--- src/hw/dbg_port_pkg.sv ---
package dbg_port_pkg;
    // instruction and identification register geometry
    localparam int IR_W = 8;
    localparam int ID_W = 32;
    localparam int HALF_W = 16;
    // instruction upper nibbles, decoded on bits 7..4
    localparam logic [3:0] OP_EXTEST = 4'h0;
    localparam logic [3:0] OP_SAMPLE = 4'h4;
    localparam logic [3:0] OP_BYPASS = 4'hF;
    localparam logic [3:0] OP_IDCODE = 4'h5;
    localparam logic [3:0] OP_CLAMP = 4'h8;
    localparam logic [3:0] OP_HIGHZ = 4'h9;
    localparam logic [3:0] OP_RST_NEGATE = 4'h2;
    localparam logic [3:0] OP_RST_ASSERT = 4'h3;
    localparam logic [3:0] OP_INTERRUPT = 4'hA;
    // full instruction loaded on port reset
    localparam logic [7:0] IR_RESET_VAL = 8'h50;
    // pattern captured into the instruction shifter
    localparam logic [7:0] IR_CAPTURE_VAL = 8'h01;
    // fixed request level of the debug interrupt
    localparam logic [3:0] DBG_IRQ_LEVEL = 4'hF;
    // top identification bits that follow the silicon revision
    localparam int REV_LSB = 28;
    // synchroniser depth for pin inputs
    localparam int SYNC_STAGES = 2;

    // port controller states, binary codes written out
    typedef enum logic [3:0] {
        TLR = 4'h0, RTI = 4'h1, SEL_DR = 4'h2, CAP_DR = 4'h3,
        SHF_DR = 4'h4, EX1_DR = 4'h5, PAU_DR = 4'h6, EX2_DR = 4'h7,
        UPD_DR = 4'h8, SEL_IR = 4'h9, CAP_IR = 4'hA, SHF_IR = 4'hB,
        EX1_IR = 4'hC, PAU_IR = 4'hD, EX2_IR = 4'hE, UPD_IR = 4'hF
    } tap_state_t;

    // what the boundary cells do to the pins
    typedef enum logic [1:0] {
        BS_NORMAL = 2'h0, BS_EXTEST = 2'h1, BS_CLAMP = 2'h2, BS_HIGHZ = 2'h3
    } bs_mode_t;
endpackage

--- src/hw/tap_link_if.sv ---
`timescale 1ns/1ps
// signals shared by the port controller, the boundary chain and the top
interface tap_link_if;
    import dbg_port_pkg::*;
    logic tck_rise; // one-cycle pulse on synced tck rising edge
    logic tck_fall; // one-cycle pulse on synced tck falling edge
    logic tms; // synced mode select
    logic tdi_cap; // data input caught at the last rising edge
    tap_state_t state; // current controller state
    tap_state_t state_nxt; // state after the next rising edge
    tap_state_t prev; // state left at the last tck rise
    logic bsr_sel; // boundary register sits between tdi and tdo
    bs_mode_t bs_mode; // pin override mode
    logic bsr_lsb; // bit presented to tdo by the chain
    modport top (output tck_rise, tck_fall, tms, tdi_cap, bsr_sel, bs_mode, prev,
                 input state, state_nxt, bsr_lsb);
    modport fsm (input tck_rise, tms, output state, state_nxt);
    modport chain (input tck_rise, tck_fall, tdi_cap, state, prev, bsr_sel, bs_mode,
                   output bsr_lsb);
endinterface
--- src/hw/boundary_chain.sv ---
`timescale 1ns/1ps
// one capture/shift stage and one parallel output latch per pin
module boundary_chain
    import dbg_port_pkg::*;
#(
    parameter int N_CELLS = 8
) (
    input wire logic clk_i,
    input wire logic rst_i,
    tap_link_if.chain lnk,
    input wire logic [N_CELLS-1:0] core_out_i, // value the core wants on the pin
    input wire logic [N_CELLS-1:0] core_oe_i, // core drive enable
    input wire logic [N_CELLS-1:0] pin_in_i, // synced pin level
    output logic [N_CELLS-1:0] pin_out_o,
    output logic [N_CELLS-1:0] pin_oe_o
);
    logic [N_CELLS-1:0] shift_r; // serial stages
    logic [N_CELLS-1:0] latch_r; // parallel output latches

    if (N_CELLS < 1) begin : g_bad_cells
        $error("boundary_chain needs at least one cell");
    end

    // capture on rise in capture-dr, shift on the following falls
    always_ff @(posedge clk_i or posedge rst_i) begin
        if (rst_i) begin
            shift_r <= '0;
        end else if (lnk.bsr_sel && lnk.tck_rise && lnk.state == CAP_DR) begin
            // extest watches the board, sample watches the core outputs
            shift_r <= (lnk.bs_mode == BS_EXTEST) ? pin_in_i : core_out_i;
        end else if (lnk.bsr_sel && lnk.tck_fall && lnk.prev == SHF_DR) begin
            // captured output values are pushed out here, never driven
            shift_r <= {lnk.tdi_cap, shift_r[N_CELLS-1:1]};
        end
    end

    // preload or update the latches at update-dr
    always_ff @(posedge clk_i or posedge rst_i) begin
        if (rst_i) begin
            latch_r <= '0;
        end else if (lnk.bsr_sel && lnk.tck_rise && lnk.state == UPD_DR) begin
            latch_r <= shift_r;
        end
    end

    // per-pin override; system pins and tap pins are not in this chain
    genvar g;
    generate
        for (g = 0; g < N_CELLS; g++) begin : g_cell
            always_comb begin
                case (lnk.bs_mode)
                    BS_EXTEST, BS_CLAMP: begin
                        pin_out_o[g] = latch_r[g];
                        pin_oe_o[g] = 1'b1;
                    end
                    BS_HIGHZ: begin
                        pin_out_o[g] = 1'b0;
                        pin_oe_o[g] = 1'b0;
                    end
                    default: begin
                        pin_out_o[g] = core_out_i[g];
                        pin_oe_o[g] = core_oe_i[g];
                    end
                endcase
            end
        end
    endgenerate

    assign lnk.bsr_lsb = shift_r[0];
endmodule // boundary_chain

--- src/hw/jtag_debug_port.sv ---
`timescale 1ns/1ps
// Overview of operation
// - 32-bit read-only id, two readable halves
// - idcode in shift-dr shifts id onto tdo
// - upper half bits 31-16, revision nibble
// - standard state diagram, tms at tck rise
// - sample tdi on rise, shift on fall
// - tdo driven only in shift states
// - trst low forces test-logic-reset immediately
// - normal mode reset combinations of pins
// - emulator mode reset-hold keeps cpu halted
// - vendor commands change tdo on rise
// - reset-assert holds power-on reset until negate
// - interrupt command requests priority fifteen exception
// - interrupt accepted in sleep, not standby
// - bypass selects one-bit register, no effect
// - sample/preload captures core outputs, preloads latches
// - extest drives latches, captures input pins
// - idcode on reset; clamp and highz supported
// - chain excludes clock, reset, tap pins
// - command persists; reissue needs another first
module jtag_debug_port
    import dbg_port_pkg::*;
#(
    parameter int N_CELLS = 8,
    parameter logic [31:0] ID_VALUE = 32'h0123_4567, // arbitrary value
    parameter logic [3:0] REVISION = 4'h0 // arbitrary value
) (
    input wire logic CLK_I,
    input wire logic RST_I,
    input wire logic TCK_I,
    input wire logic TMS_I,
    input wire logic TDI_I,
    input wire logic TRST_N_I,
    output logic TDO_O,
    output logic TDO_OE_O,
    input wire logic SYSTEM_RESET_N_I,
    input wire logic EMULATOR_MODE_SELECT_I,
    input wire logic STANDBY_I,
    input wire logic SLEEP_I,
    input wire logic IRQ_ACK_I,
    output logic SYS_RESET_O,
    output logic PORT_RESET_O,
    output logic CPU_HOLD_O,
    output logic DBG_IRQ_O,
    output logic [3:0] DBG_IRQ_LEVEL_O,
    output logic [15:0] ID_UPPER_HALF_O,
    output logic [15:0] ID_LOWER_HALF_O,
    input wire logic [N_CELLS-1:0] CORE_OUT_I,
    input wire logic [N_CELLS-1:0] CORE_OE_I,
    input wire logic [N_CELLS-1:0] PIN_IN_I,
    output logic [N_CELLS-1:0] PIN_OUT_O,
    output logic [N_CELLS-1:0] PIN_OE_O,
    output logic [N_CELLS-1:0] CORE_IN_O
);
    tap_link_if lnk();

    // pin synchronisers: first stage feeds only the second
    logic [SYNC_STAGES-1:0] tck_s, tms_s, tdi_s, trst_s, res_s, emu_s;
    logic [N_CELLS-1:0] pin_s1, pin_s2;
    logic tck_d; // delayed synced tck for edge finding
    logic tap_rst; // asynchronous reset of the port logic
    logic [IR_W-1:0] ir_r, ir_sr; // loaded command and its shifter
    logic [ID_W-1:0] id_sr; // identification shifter
    logic byp_r; // one-bit bypass stage
    logic tdo_r, dbg_rst_r, irq_r, hold_r, res_d, trst_d;
    logic [ID_W-1:0] id_word; // identification value with revision
    logic [3:0] op; // decoded upper nibble
    logic vendor_cmd, sel_id, dr_lsb, cmd_take;
    logic rise_d, fall_d; // tck pulses one clock late, shift settled

    if (N_CELLS < 1) begin : g_bad_cells
        $error("jtag_debug_port needs boundary cells");
    end

    // the revision nibble may differ, the rest is fixed
    assign id_word = {REVISION, ID_VALUE[REV_LSB-1:0]};

    // trst acts without any clock edge
    assign tap_rst = RST_I | ~TRST_N_I;

    // two-flop synchronisers for every pin input
    always_ff @(posedge CLK_I or posedge RST_I) begin
        if (RST_I) begin
            tck_s <= '1;
            tms_s <= '1;
            tdi_s <= '1;
            trst_s <= '0;
            res_s <= '0;
            emu_s <= '1;
            pin_s1 <= '0;
            pin_s2 <= '0;
        end else begin
            tck_s <= {tck_s[0], TCK_I};
            tms_s <= {tms_s[0], TMS_I};
            tdi_s <= {tdi_s[0], TDI_I};
            trst_s <= {trst_s[0], TRST_N_I};
            res_s <= {res_s[0], SYSTEM_RESET_N_I};
            emu_s <= {emu_s[0], EMULATOR_MODE_SELECT_I};
            pin_s1 <= PIN_IN_I;
            pin_s2 <= pin_s1;
        end
    end

    // edge finder on the settled tck copy
    always_ff @(posedge CLK_I or posedge RST_I) begin
        if (RST_I) begin
            // parked-high level, so release shows no false rise
            tck_d <= 1'b1;
            rise_d <= 1'b0;
            fall_d <= 1'b0;
        end else begin
            tck_d <= tck_s[1];
            rise_d <= lnk.tck_rise;
            fall_d <= lnk.tck_fall;
        end
    end

    assign lnk.tck_rise = tck_s[1] & ~tck_d;
    assign lnk.tck_fall = ~tck_s[1] & tck_d;
    assign lnk.tms = tms_s[1];

    // tdi caught on the rise, used by the shift on the fall
    always_ff @(posedge CLK_I or posedge tap_rst) begin
        if (tap_rst) begin
            lnk.tdi_cap <= 1'b0;
            lnk.prev <= TLR;
        end else if (lnk.tck_rise) begin
            lnk.tdi_cap <= tdi_s[1];
            // a fall shifts only after a rise taken in a shift state
            lnk.prev <= lnk.state;
        end
    end

    tap_fsm u_fsm (
        .clk_i(CLK_I),
        .rst_i(tap_rst),
        .lnk(lnk)
    );

    // command decode; unknown codes behave as bypass
    assign op = ir_r[IR_W-1:IR_W-4];
    assign vendor_cmd = (op == OP_RST_ASSERT) || (op == OP_RST_NEGATE)
                        || (op == OP_INTERRUPT);
    assign sel_id = (op == OP_IDCODE);
    assign lnk.bsr_sel = (op == OP_EXTEST) || (op == OP_SAMPLE);

    // pin mode per command; bypass and vendor leave pins alone
    always_comb begin
        case (op)
            OP_EXTEST: lnk.bs_mode = BS_EXTEST;
            OP_CLAMP: lnk.bs_mode = BS_CLAMP;
            OP_HIGHZ: lnk.bs_mode = BS_HIGHZ;
            default: lnk.bs_mode = BS_NORMAL;
        endcase
    end

    // commands are not accepted while the chip is in standby
    assign cmd_take = lnk.tck_rise && lnk.state == UPD_IR && !STANDBY_I;

    // instruction shifter: capture at rise, shift at fall
    always_ff @(posedge CLK_I or posedge tap_rst) begin
        if (tap_rst) begin
            ir_sr <= IR_CAPTURE_VAL;
        end else if (lnk.tck_rise && lnk.state == CAP_IR) begin
            ir_sr <= IR_CAPTURE_VAL;
        end else if (lnk.tck_fall && lnk.prev == SHF_IR) begin
            ir_sr <= {lnk.tdi_cap, ir_sr[IR_W-1:1]};
        end
    end

    // loaded command stays until another is loaded
    always_ff @(posedge CLK_I or posedge tap_rst) begin
        if (tap_rst) begin
            ir_r <= IR_RESET_VAL;
        end else if (lnk.tck_rise && lnk.state == TLR) begin
            ir_r <= IR_RESET_VAL;
        end else if (cmd_take) begin
            ir_r <= ir_sr;
        end
    end

    // data shifters: id and bypass
    always_ff @(posedge CLK_I or posedge tap_rst) begin
        if (tap_rst) begin
            id_sr <= '0;
            byp_r <= 1'b0;
        end else if (lnk.tck_rise && lnk.state == CAP_DR) begin
            id_sr <= id_word;
            byp_r <= 1'b0;
        end else if (lnk.tck_fall && lnk.prev == SHF_DR) begin
            id_sr <= {lnk.tdi_cap, id_sr[ID_W-1:1]};
            byp_r <= lnk.tdi_cap;
        end
    end

    // register selected between tdi and tdo
    always_comb begin
        if (sel_id) begin
            dr_lsb = id_sr[0];
        end else if (lnk.bsr_sel) begin
            dr_lsb = lnk.bsr_lsb;
        end else begin
            dr_lsb = byp_r;
        end
    end

    // tdo launch: standard commands on fall, vendor ones on rise
    always_ff @(posedge CLK_I or posedge tap_rst) begin
        if (tap_rst) begin
            tdo_r <= 1'b0;
        end else if (vendor_cmd && rise_d) begin
            // half a cycle early: present the bit due at the next fall
            if (lnk.state == SHF_IR) begin
                tdo_r <= (lnk.prev == SHF_IR) ? ir_sr[1] : ir_sr[0];
            end else if (lnk.state == SHF_DR) begin
                // vendor commands always route bypass
                tdo_r <= (lnk.prev == SHF_DR) ? lnk.tdi_cap : byp_r;
            end
        end else if (!vendor_cmd && fall_d) begin
            if (lnk.state == SHF_IR) begin
                tdo_r <= ir_sr[0];
            end else if (lnk.state == SHF_DR) begin
                tdo_r <= dr_lsb;
            end
        end
    end

    assign TDO_O = tdo_r;
    assign TDO_OE_O = (lnk.state == SHF_DR) || (lnk.state == SHF_IR);

    // debug reset: set by assert command, held until negate
    always_ff @(posedge CLK_I or posedge RST_I) begin
        if (RST_I) begin
            dbg_rst_r <= 1'b0;
        end else if (cmd_take && ir_sr != ir_r) begin
            // a repeated identical load is not a new command
            if (ir_sr[IR_W-1:IR_W-4] == OP_RST_ASSERT) begin
                dbg_rst_r <= 1'b1;
            end else if (ir_sr[IR_W-1:IR_W-4] == OP_RST_NEGATE) begin
                dbg_rst_r <= 1'b0;
            end
        end
    end

    // debug interrupt: pending until the cpu acknowledges it
    always_ff @(posedge CLK_I or posedge RST_I) begin
        if (RST_I) begin
            irq_r <= 1'b0;
        end else if (cmd_take && ir_sr != ir_r
                     && ir_sr[IR_W-1:IR_W-4] == OP_INTERRUPT) begin
            irq_r <= 1'b1;
        end else if (IRQ_ACK_I) begin
            irq_r <= 1'b0;
        end
    end

    // sleep still lets the request through, standby blocks it
    assign DBG_IRQ_O = irq_r & ~STANDBY_I;
    assign DBG_IRQ_LEVEL_O = DBG_IRQ_LEVEL;

    // delayed copies for reset and trst edge detection
    always_ff @(posedge CLK_I or posedge RST_I) begin
        if (RST_I) begin
            res_d <= 1'b0;
            trst_d <= 1'b0;
        end else begin
            res_d <= res_s[1];
            trst_d <= trst_s[1];
        end
    end

    // reset hold in emulator mode: entered by both low, left by re-assert
    always_ff @(posedge CLK_I or posedge RST_I) begin
        if (RST_I) begin
            hold_r <= 1'b0;
        end else if (!emu_s[1] && !res_s[1] && !trst_s[1]) begin
            hold_r <= 1'b1;
        end else if ((res_d && !res_s[1]) || (trst_d && !trst_s[1])) begin
            hold_r <= 1'b0;
        end
    end

    // reset outputs follow the pin table plus the debug reset
    assign SYS_RESET_O = ~res_s[1] | dbg_rst_r;
    assign PORT_RESET_O = ~trst_s[1];
    assign CPU_HOLD_O = hold_r;

    // cpu view of the identification value, writes have no path
    always_ff @(posedge CLK_I or posedge RST_I) begin
        if (RST_I) begin
            ID_UPPER_HALF_O <= '0;
            ID_LOWER_HALF_O <= '0;
        end else begin
            ID_UPPER_HALF_O <= id_word[ID_W-1:HALF_W];
            ID_LOWER_HALF_O <= id_word[HALF_W-1:0];
        end
    end

    // boundary cells for the general pins only
    boundary_chain #(.N_CELLS(N_CELLS)) u_chain (
        .clk_i(CLK_I),
        .rst_i(tap_rst),
        .lnk(lnk),
        .core_out_i(CORE_OUT_I),
        .core_oe_i(CORE_OE_I),
        .pin_in_i(pin_s2),
        .pin_out_o(PIN_OUT_O),
        .pin_oe_o(PIN_OE_O)
    );

    // inputs pass to the core in every mode
    assign CORE_IN_O = pin_s2;
endmodule // jtag_debug_port

--- src/hw/tap_fsm.sv ---
`timescale 1ns/1ps
// sixteen-state port controller, stepped by synced tck rising edges
module tap_fsm
    import dbg_port_pkg::*;
(
    input wire logic clk_i,
    input wire logic rst_i, // system reset or trst low, asynchronous
    tap_link_if.fsm lnk
);
    tap_state_t state_r;

    // next state from the mode select level
    always_comb begin
        case (state_r)
            TLR: lnk.state_nxt = lnk.tms ? TLR : RTI;
            RTI: lnk.state_nxt = lnk.tms ? SEL_DR : RTI;
            SEL_DR: lnk.state_nxt = lnk.tms ? SEL_IR : CAP_DR;
            CAP_DR: lnk.state_nxt = lnk.tms ? EX1_DR : SHF_DR;
            SHF_DR: lnk.state_nxt = lnk.tms ? EX1_DR : SHF_DR;
            EX1_DR: lnk.state_nxt = lnk.tms ? UPD_DR : PAU_DR;
            PAU_DR: lnk.state_nxt = lnk.tms ? EX2_DR : PAU_DR;
            EX2_DR: lnk.state_nxt = lnk.tms ? UPD_DR : SHF_DR;
            UPD_DR: lnk.state_nxt = lnk.tms ? SEL_DR : RTI;
            SEL_IR: lnk.state_nxt = lnk.tms ? TLR : CAP_IR;
            CAP_IR: lnk.state_nxt = lnk.tms ? EX1_IR : SHF_IR;
            SHF_IR: lnk.state_nxt = lnk.tms ? EX1_IR : SHF_IR;
            EX1_IR: lnk.state_nxt = lnk.tms ? UPD_IR : PAU_IR;
            PAU_IR: lnk.state_nxt = lnk.tms ? EX2_IR : PAU_IR;
            EX2_IR: lnk.state_nxt = lnk.tms ? UPD_IR : SHF_IR;
            UPD_IR: lnk.state_nxt = lnk.tms ? SEL_DR : RTI;
            default: lnk.state_nxt = TLR;
        endcase
    end

    // step only on a tck rise; trst forces reset state at once
    always_ff @(posedge clk_i or posedge rst_i) begin
        if (rst_i) begin
            state_r <= TLR;
        end else if (lnk.tck_rise) begin
            state_r <= lnk.state_nxt;
        end
    end

    assign lnk.state = state_r;
endmodule // tap_fsm

--- config.mk ---
export PLATFORM = sky130hd
export DESIGN_NAME = jtag_debug_port
export DESIGN_NICKNAME = d
export VERILOG_FILES = /design/src/hw/dbg_port_pkg.sv /design/src/hw/tap_link_if.sv /design/src/hw/boundary_chain.sv /design/src/hw/jtag_debug_port.sv /design/src/hw/tap_fsm.sv
export SDC_FILE = /design/constraint.sdc
export NUM_CORES = 1
export LEC_CHECK = 0
export ABC_AREA = 1
export BUFFER_PORTS_ARGS = -buffer_cell sky130_fd_sc_hd__buf_2
export CAP_MARGIN = 20
export CORE_AREA = 4 4 102 104
export CTS_CLUSTER_DIAMETER = 30
export DETAILED_ROUTE_END_ITERATION = 8
export DIE_AREA = 0 0 106 108
export MAX_ROUTING_LAYER = met4
export PLACE_DENSITY = 0.87
export SLEW_MARGIN = 20
export SYNTH_ARGS = -nofsm -noshare
export SYNTH_HDL_FRONTEND = slang
export SYNTH_SLANG_ARGS = --single-unit
--- constraint.sdc ---
create_clock -name CLK_I -period 6.2 [get_ports CLK_I]
set_input_delay 0 -clock CLK_I [delete_from_list [all_inputs] [get_ports CLK_I]]
set_output_delay 0 -clock CLK_I [all_outputs]
set_load 0.005 [all_outputs]
==> impl_metrics.csv, run 1 <==
group,metric,value,unit
global_route,grt-ovfl-total,0,
setup_path,start_kind,"flop",
floorplan,die_y,108,um
power_and_ir_drop,clkPwrFrac,23.5,%
clock_tree,cts_setup_buffers,0,
clock_tree,cts_resized,0,
setup_path,crit_chain,"inv_1, nor2_1, nand2_1, nand2_1, inv_1, ha_1, or2_2, o22ai_1, buf_2",
global_route,grt_max_degree,75,
synthesis,synth_top_area_share,48.8,%
global_route,grt_pass1_wl,18000,um
global_route,groute.usage.overall,19.8,%
final_layout,nNetsFinal,690,
detailed_routing,ant_nets,0,
power_and_ir_drop,switchingPower,0.624,mW
power_and_ir_drop,power_frac_seq,52.3,%
sta,final_max_slew_viol_count,0,
setup_path,r2r_setup_slack,3.96,ns
final_layout,syn_to_final_growth,12.9,%
synthesis,synth_top_family_by_area,"simple AND/OR/NAND/NOR gates",
floorplan,core-area,9550,um2
floorplan,rows,36,
outcome,status,"finished clean",
clock_tree,clk_latency,0.37,ns
final_layout,num_antenna_cells,0,
synthesis,synth-compound-area-share,12.7,%
final_layout,final_util,60.0,%
synthesis,yosysTopAreaCell,"dfrtp_1",
sta,worst_slew_pin_slew,0.929,ns
run,cap_violations,0,
power_and_ir_drop,pwr-share-comb,24.1,%
setup_path,critPathBufInv,3,
sta,rsz0062_at_grt,"false",
detailed_routing,dr.pass1.iters,5,
power_and_ir_drop,intPower,1.18,mW
synthesis,syn_area_per_cell,8.80,um2
floorplan,initial_core_util,53.2,%
synthesis,synth.mux.area_fraction,0,%
sta,max_freq,388,MHz
placed_design,place_congestion,0.951,
synthesis,synth_xor_area_share,0.345,%
global_route,antenna_found_initial,0,
clock_tree,path_clk_slew,0.11,ns
floorplan,ios,101,
detailed_routing,wirelength,10700,um
synthesis,synth_warnings,0,
sta,fin_crit_sh,41.6,%
synthesis,syn-cell-area,5080,um2
sta,relSlewSlack,38.1,%
detailed_routing,vias_per_cell,5.16,
setup_path,slowest_delay,0.60,ns
placed_design,port_buffers,75,
synthesis,synth_area_leaders,"dfrtp_1 (49%), nand2_1 (9.7%), inv_1 (6.4%)",
sta,skew,0.00944,ns
placed_design,place_hpwl,7350,um
placed_design,pre_cts_ws,4.08,ns
setup_path,cp_data_required_time,6.20,ns
sta,min_period,2.58,ns
synthesis,ys_types,36,
clock_tree,cts.sinks,111,
synthesis,ys_ff_latch,111,
floorplan,dieArea,11400,um2
sta,finalHoldViolCount,0,
setup_path,crit_family,"simple AND/OR/NAND/NOR gates",
setup_path,cp-end-kind,"primary output",
clock_tree,cts_tree,"yes",
sta,worst_slack,3.62,ns
power_and_ir_drop,max-vdd-ir-drop,0.000157,V
power_and_ir_drop,leakagePower,2.83,nW
detailed_routing,drt_iter0_drc,305,
setup_path,crit_slowest_cell,"dfstp_2",
clock_tree,cts_root_buf,"clkbuf_8",
setup_path,crit_fanout,16,
global_route,grt_pass1_vias,4027,
clock_tree,cts_buffers,9,
power_and_ir_drop,p_sw_share,34.5,%
setup_path,worstPathArrival,2.58,ns
clock_tree,h-tree-depth,3,
detailed_routing,vias,4083,
detailed_routing,wire_per_inst,13.5,um
setup_path,critical_path_class,"reg -> out",
detailed_routing,drc_errors,0,
final_layout,layout-drive-gt1-share,19.1,%
synthesis,synth_cells,577,
worst_hold_path,hold_path_class,"in -> reg",
synthesis,synthAdderAreaFrac,0.493,%
sta,tns,0,ns
synthesis,yosys.area_share.simple,17.7,%
clock_tree,cts_buffer_depth,2,
floorplan,die_w,106,um
synthesis,ys_seq_area_share,55.0,%
sta,setup_viol,0,
power_and_ir_drop,powerDensity,315,nW/um2
[cell usage after synthesis]
| master | instances |
|---|---|
| nor2_2 | 2 |
| o31ai_1 | 1 |
| nand3_1 | 17 |
| a21oi_1 | 17 |
| ha_1 | 2 |
| inv_4 | 1 |
| dfrtp_1 | 99 |
| nand4_2 | 1 |
| o21ai_1 | 19 |
| nand2_2 | 4 |
| nor2_8 | 1 |
| inv_1 | 86 |
| buf_1 | 2 |
| or2_1 | 1 |
| o22ai_1 | 34 |
| nor2_4 | 2 |
| nand3b_1 | 1 |
| buf_6 | 2 |
| a21oi_4 | 1 |
| buf_2 | 6 |
| conb_1 | 2 |
| nor4_1 | 1 |
| buf_4 | 37 |
| or2_2 | 2 |
| o21ai_0 | 35 |
| o21ai_2 | 2 |
| nor3_1 | 2 |
| inv_2 | 3 |
| nor2_1 | 33 |
| dfstp_2 | 12 |
| xnor2_1 | 2 |
| clkbuf_1 | 4 |
| nand4_1 | 7 |
| nand2_1 | 131 |
| o22a_1 | 4 |
| nand3_4 | 1 |
[cells in the final DEF (no fill, tap or decap), types with 4 or more instances in the layout]
cell / netlist / routed
nand2_1: 131 / 131
dfrtp_1: 99 / 99
inv_1: 86 / 86
buf_2: 6 / 75
o21ai_0: 35 / 35
o22ai_1: 34 / 34
nor2_1: 33 / 32
conb_1: 2 / 25
o21ai_1: 19 / 19
a21oi_1: 17 / 17
nand3_1: 17 / 17
dlygate4sd3_1: 0 / 16
dfstp_2: 12 / 12
clkbuf_8: 0 / 9
nand4_1: 7 / 7
nand2_2: 4 / 4
o22a_1: 4 / 4
inv_8: 0 / 4
[final timing paths]
path	from	end	cells after the start
max in group asynchronous	RST_I	ir_r[5]	4
worst max-delay path	ir_r[4]	PIN_OUT_O[5]	9
worst min-delay path	CORE_OUT_I[2]	u_chain.shift_r[2]	7
worst max register to register	ir_r[4]	u_chain.shift_r[1]	11
worst min register to register	pin_s1[6]	CORE_IN_O[6]	0
min in group asynchronous	RST_I	trst_s[0]	4
[timing repair]
| item | CTS | global route |
|---|---|---|
| endpoints found under the hold margin | 43 | 0 |
| hold buffers | 16 | 0 |
| endpoints found under the setup margin | 0 | 0 |
[flip-flops by register name, summed over array words and instances (netlist names), 2 cells and up]
name,flops
emu_s,2
u_fsm.lnk.state,4
pin_s1,8
ir_sr,8
CORE_IN_O,8
u_chain.latch_r,8
res_s,2
tms_s,2
trst_s,2
id_sr,32
tdi_s,2
ir_r,8
u_chain.shift_r,8
tck_s,2
lnk.prev,4
[final cells by class]
cell class | count | area [um2]
clock inverter | 7 | 75.1
fill | 751 | 3810
tap | 133 | 166
clock buffer | 9 | 124
timing repair buffer | 93 | 551
inverter | 90 | 340
multi-input combinational | 348 | 1690
sequential | 111 | 2790
[metal layers]
metal	global-route usage (%)	wire length, um	vias up
li1	-	-	1933
met5	-	0	-
met3	3.52	633	34
met4	8.33	247	0
met1	23.8	4350	1952
met2	33.3	5470	164
[worst register-to-register path, stage by stage (launching register included)]
cell and delay [ns]:
dfstp_2 0.60, inv_1 0.07, nor2_1 0.21, nand2_1 0.08, nand2_1 0.10, ha_1 0.49
nand2_1 0.16, o21ai_0 0.11, nand2_1 0.07, o21ai_0 0.11, nand2_1 0.08, o21ai_1 0.09
[power groups by stage]
stage / Sequential (mW) / Clock, mW / Combinational (mW)
after global placement: 0.950 / 0 / 0.397
after detailed placement: 0.958 / 0 / 0.420
final: 0.946 / 0.425 / 0.436
after floorplan: 0.937 / 0 / 0.334
after CTS: 0.944 / 0.433 / 0.431
after global routing: 0.961 / 0.465 / 0.497
[metrics by stage]
| stage | total power [mW] | cells | hold slack, ns | area (um2) |
|---|---|---|---|---|
| after floorplan | 1.27 | 600 | 0.00448 | 5160 |
| after global placement | 1.35 | 759 | 0.106 | 5380 |
| after detailed placement | 1.38 | 759 | 0.106 | 5380 |
| after CTS | 1.81 | 791 | 0.108 | 5730 |
| after global routing | 1.92 | 791 | 0.142 | 5730 |
| final | 1.81 | 791 | 0.124 | 5730 |
[cells by family after synthesis]
group | count (synthesis)
xor gates and xnor gates | 2
other | 2
buffers and inverters | 141
and+or+nand+nor | 206
DFF | 111
adders and majority gates | 2
AOI/OAI and AO/OA | 113
No activity file was read; power rests on OpenSTA's default activity.
==> run 2, diff against run 1 <==
==> constraint.sdc (replaced) <==
create_clock -name CLK_I -period 2.6 [get_ports CLK_I]
set_input_delay 0 -clock CLK_I [delete_from_list [all_inputs] [get_ports CLK_I]]
set_output_delay 0 -clock CLK_I [all_outputs]
set_load 0.005 [all_outputs]
==> impl_metrics.csv, run 2 (synthesized netlist as in run 1, its figures left out) <==
group,metric,value,unit
global_route,grt_max_degree,50,
run,cap_violations,0,
clock_tree,cts.sinks,111,
final_layout,seq_area,2790,um2
final_layout,largest_reg_flops,32,
final_layout,top_register,"id_sr",
sta,relSlewSlack,51.4,%
placed_design,place_congestion,0.885,
sta,fin_crit_sh,91.6,%
detailed_routing,dr.pass1.iters,8,
clock_tree,cts_tree,"yes",
global_route,antenna_found_initial,0,
detailed_routing,drt_iter0_drc,289,
placed_design,port_buffers,75,
sta,tns,0,ns
sta,setup_viol,0,
detailed_routing,drc_errors,0,
sta,rsz0062_at_grt,"false",
final_layout,syn_to_final_growth,13.3,%
global_route,grt_pass1_wl,17300,um
sta,finalHoldViolCount,0,
final_layout,layout_common_cells,"nand2_1 (131), dfrtp_1 (99), inv_1 (86)",
global_route,grt_pass1_vias,3792,
detailed_routing,ant_nets,0,
floorplan,core-area,9550,um2
setup_path,cp-end-kind,"primary output",
power_and_ir_drop,max-vdd-ir-drop,0.000331,V
setup_path,worstPathArrival,2.38,ns
setup_path,slowest_delay,0.59,ns
clock_tree,cts_buffers,9,
clock_tree,h-tree-depth,3,
power_and_ir_drop,powerDensity,741,nW/um2
detailed_routing,wire_per_inst,13.0,um
floorplan,rows,36,
final_layout,layout-drive-gt1-share,19.3,%
clock_tree,path_clk_slew,0.11,ns
final_layout,final_common_cell,"nand2_1",
placed_design,place_hpwl,7270,um
clock_tree,cts_buffer_depth,2,
setup_path,crit_fanout,16,
global_route,grt-ovfl-total,0,
floorplan,initial_core_util,53.2,%
outcome,status,"finished clean",
final_layout,nNetsFinal,691,
final_layout,fill_cells,803,
setup_path,crit_chain,"inv_1, nor2_2, nand2_1, nand2_1, inv_1, ha_1, or2_4, o22ai_1, buf_2",
sta,min_period,2.38,ns
sta,worst_slew_pin_slew,0.728,ns
clock_tree,cts_root_buf,"clkbuf_8",
detailed_routing,vias_per_cell,4.98,
setup_path,crit_family,"simple AND/OR/NAND/NOR gates",
floorplan,die_y,108,um
clock_tree,cts_setup_buffers,0,
sta,final_max_slew_viol_count,0,
final_layout,num_antenna_cells,0,
floorplan,ios,101,
detailed_routing,vias,3941,
floorplan,dieArea,11400,um2
global_route,groute.usage.overall,19.2,%
setup_path,cp_data_required_time,2.60,ns
setup_path,critPathBufInv,3,
clock_tree,clk_latency,0.38,ns
sta,skew,0.0123,ns
detailed_routing,wirelength,10300,um
power_and_ir_drop,leakagePower,2.83,nW
power_and_ir_drop,finalPower,4.26,mW
sta,max_freq,420,MHz
setup_path,start_kind,"flop",
setup_path,critical_path_class,"reg -> out",
worst_hold_path,hold_path_class,"in -> reg",
final_layout,multi_input_area,1690,um2
floorplan,die_w,106,um
setup_path,crit_slowest_cell,"dfstp_2",
## run 2: final cells by class
class / count / share of cell area [%]
clock buffer: 10 / 2.22
clock inverter: 6 / 1.09
inverter: 90 / 5.92
multi-input combinational: 348 / 29.4
sequential: 111 / 48.6
tap: 133 / 2.89
timing repair buffer: 94 / 9.92
## run 2: through the flow
stage	utilization, %	setup WS [ns]	cell area [um2]	instances	hold slack, ns
2_1_floorplan	-	0.0527	5170	600	0.00448
3_3_place_gp	56.5	0.561	5400	760	0.106
3_5_place_dp	56.5	0.466	5400	760	0.107
4_1_cts	60.2	0.0457	5750	792	0.106
5_1_grt	60.2	0.0193	5750	792	0.123
6_report	60.2	0.218	5750	792	0.123
## run 2: final timing paths
kind                       cells past startpoint            endpoint  slack [ns]          start
max in group asynchronous                      4            ir_sr[0]        1.49          RST_I
min reg2reg                                    0        CORE_IN_O[6]        0.36      pin_s1[6]
min                                            7  u_chain.shift_r[7]        0.12  CORE_OUT_I[7]
max                                            9        PIN_OUT_O[7]        0.22        ir_r[4]
min in group asynchronous                      4            res_s[0]        0.30          RST_I
max reg2reg                                   11  u_chain.shift_r[1]        0.50        ir_r[4]
## run 2: tightest hold or removal path, cell delays in order
cell and delay, ns:
buf_2 0.10, inv_1 0.06, o21ai_0 0.08, nand2_1 0.06, o21ai_1 0.05, nand2_1 0.06, o21ai_2 0.05
## run 2: metal layers
metal	vias up	share of wire (%)	track usage [%]
met5	-	0	-
met4	0	1.3	5.09
met3	12	6.5	4.00
met2	134	50	32.4
met1	1864	42	23.8
li1	1931	-	-
## run 2: repair_timing
item	CTS	global route
endpoints found under the hold margin	68	0
setup endpoints to repair	0	16
hold buffers	16	0
gates resized for setup	0	2
## run 2: power by group
group	switching [mW]	internal, mW
Clock	0.608	0.376
Combinational	0.642	0.384
Sequential	0.194	2.06
==> run 3, diff against run 2 <==
--- a/config.mk
+++ b/config.mk
@@ -13,7 +13,7 @@
 export DETAILED_ROUTE_END_ITERATION = 8
 export DIE_AREA = 0 0 106 108
 export MAX_ROUTING_LAYER = met4
-export PLACE_DENSITY = 0.87
+export PLACE_DENSITY = 0.78
 export SLEW_MARGIN = 20
 export SYNTH_ARGS = -nofsm -noshare
 export SYNTH_HDL_FRONTEND = slang
==> impl_metrics.csv, run 3 (synthesized netlist as in run 1, its figures left out) <==
group,metric,value,unit
outcome,status,"finished clean",
power_and_ir_drop,power_frac_seq,52.8,%
worst_hold_path,hold_path_class,"in -> reg",
detailed_routing,vias,3911,
sta,rsz0062_at_grt,"false",
floorplan,dieArea,11400,um2
clock_tree,cts_tree,"yes",
final_layout,fill_cells,841,
power_and_ir_drop,powerDensity,742,nW/um2
placed_design,post_dp_cell_area,5380,um2
final_layout,layout-drive-gt1-share,19.3,%
clock_tree,cts_buffers,9,
final_layout,nNetsFinal,691,
global_route,antenna_found_initial,0,
power_and_ir_drop,switchingPower,1.44,mW
clock_tree,cts.sinks,111,
final_layout,layout_common_cells,"nand2_1 (131), dfrtp_1 (99), inv_1 (86)",
global_route,grt-ovfl-total,0,
global_route,groute.usage.overall,19.0,%
power_and_ir_drop,leakagePower,2.83,nW
floorplan,core-area,9550,um2
sta,finalHoldViolCount,0,
clock_tree,clk_latency,0.38,ns
sta,skew,0.0153,ns
clock_tree,cts_setup_buffers,0,
sta,fin_crit_sh,92.8,%
final_layout,multi_input_area,1690,um2
setup_path,reg2reg_from,"ir_r[4]",
setup_path,r2r_end,"u_chain.shift_r[3]",
clock_tree,h-tree-depth,3,
setup_path,start_kind,"flop",
final_layout,num_antenna_cells,0,
setup_path,crit_fanout,16,
power_and_ir_drop,intPower,2.81,mW
sta,min_period,2.41,ns
setup_path,startpoint,"ir_r[4]",
sta,relSlewSlack,39.0,%
final_layout,seq_area,2790,um2
run,cap_violations,0,
global_route,grt_pass1_wl,17100,um
sta,final_max_slew_viol_count,0,
final_layout,final_cell_area,5740,um2
placed_design,place_hpwl,7000,um
setup_path,worstPathArrival,2.41,ns
setup_path,rr_worst_depth,10,
floorplan,initial_core_util,53.2,%
detailed_routing,wirelength,10100,um
detailed_routing,drt_iter0_drc,207,
detailed_routing,ant_nets,0,
final_layout,syn_to_final_growth,13.1,%
setup_path,crit_end,"PIN_OUT_O[7]",
power_and_ir_drop,max-vdd-ir-drop,0.000329,V
setup_path,cp_data_required_time,2.60,ns
final_layout,top_register,"id_sr",
sta,tns,0,ns
sta,max_freq,415,MHz
setup_path,r2r_setup_slack,0.50,ns
global_route,grt_max_degree,75,
setup_path,critical_path_class,"reg -> out",
detailed_routing,wire_per_inst,12.8,um
floorplan,die_w,106,um
sta,setup_viol,0,
power_and_ir_drop,p_sw_share,33.9,%
clock_tree,cts_root_buf,"clkbuf_8",
final_layout,largest_reg_flops,32,
setup_path,cp-end-kind,"primary output",
placed_design,port_buffers,75,
power_and_ir_drop,clkPwrFrac,23.3,%
floorplan,rows,36,
floorplan,ios,101,
final_layout,final_common_cell,"nand2_1",
clock_tree,path_clk_slew,0.11,ns
detailed_routing,vias_per_cell,4.94,
detailed_routing,dr.pass1.iters,5,
floorplan,die_y,108,um
clock_tree,cts_buffer_depth,2,
global_route,grt_pass1_vias,3673,
placed_design,place_congestion,0.827,
power_and_ir_drop,pwr-share-comb,24.0,%
sta,worst_slew_pin_slew,0.915,ns
detailed_routing,drc_errors,0,
-- run 3: area by class of cell --
cell class / instances / share of cell area (%)
clock buffer: 9 / 2.16
tap: 133 / 2.90
multi-input combinational: 348 / 29.4
clock inverter: 7 / 1.24
inverter: 90 / 5.93
timing repair buffer: 94 / 9.72
sequential: 111 / 48.6
-- run 3: what timing repair did --
item / 4_1_cts / 5_1_grt
endpoints found under the hold margin: 22 / 0
hold buffers: 16 / 0
resized for setup: 0 / 1
endpoints found under the setup margin: 0 / 8
-- run 3: worst min path at each step --
stage                                    end  slack [ns]                    from  cells after the start
after floorplan                     emu_s[0]       0.004  EMULATOR_MODE_SELECT_I                      0
after global placement              emu_s[0]        0.11  EMULATOR_MODE_SELECT_I                      1
after detailed placement            tck_s[0]        0.11                   TCK_I                      1
after CTS                 u_chain.shift_r[5]         0.1           CORE_OUT_I[5]                      7
after global routing      u_chain.shift_r[5]        0.15           CORE_OUT_I[5]                      7
final                     u_chain.shift_r[5]        0.12           CORE_OUT_I[5]                      7
-- run 3: power groups by stage --
stage | Clock, mW | Sequential (mW) | Combinational, mW
final | 0.990 | 2.25 | 1.02
after CTS | 1.02 | 2.25 | 1.02
after detailed placement | 0 | 2.28 | 0.995
after global routing | 1.09 | 2.29 | 1.17
after global placement | 0 | 2.27 | 0.971
after floorplan | 0 | 2.24 | 0.797
-- run 3: worst max-delay path: stages, from the launching register on --
cell and delay, ns:
dfstp_2 0.58, inv_1 0.06, nor2_1 0.18, nand2_1 0.08, nand2_1 0.09, inv_1 0.05
ha_1 0.30, or2_4 0.35, o22ai_1 0.19, buf_2 0.15
-- run 3: metrics by stage --
| step | total power, mW | cells | hold slack (ns) | utilization (%) | worst slack, ns |
|---|---|---|---|---|---|
| floorplan | 3.03 | 600 | 0.00448 | - | 0.0527 |
| global placement | 3.24 | 760 | 0.105 | 56.4 | 0.569 |
| detailed placement | 3.28 | 760 | 0.106 | 56.4 | 0.489 |
| CTS | 4.29 | 792 | 0.0979 | 60.1 | 0.0784 |
| global route | 4.55 | 792 | 0.148 | 60.1 | 0.0344 |
| finish | 4.26 | 792 | 0.117 | 60.1 | 0.187 |
-- run 3: per-layer routing --
metal / wire length, um / global-route usage [%] / vias to the layer above
met4: 133 / 4.90 / 0
met1: 4520 / 24.5 / 1866
met3: 496 / 4.00 / 10
met5: 0 / - / -
met2: 4970 / 31.0 / 101
li1: - / - / 1934
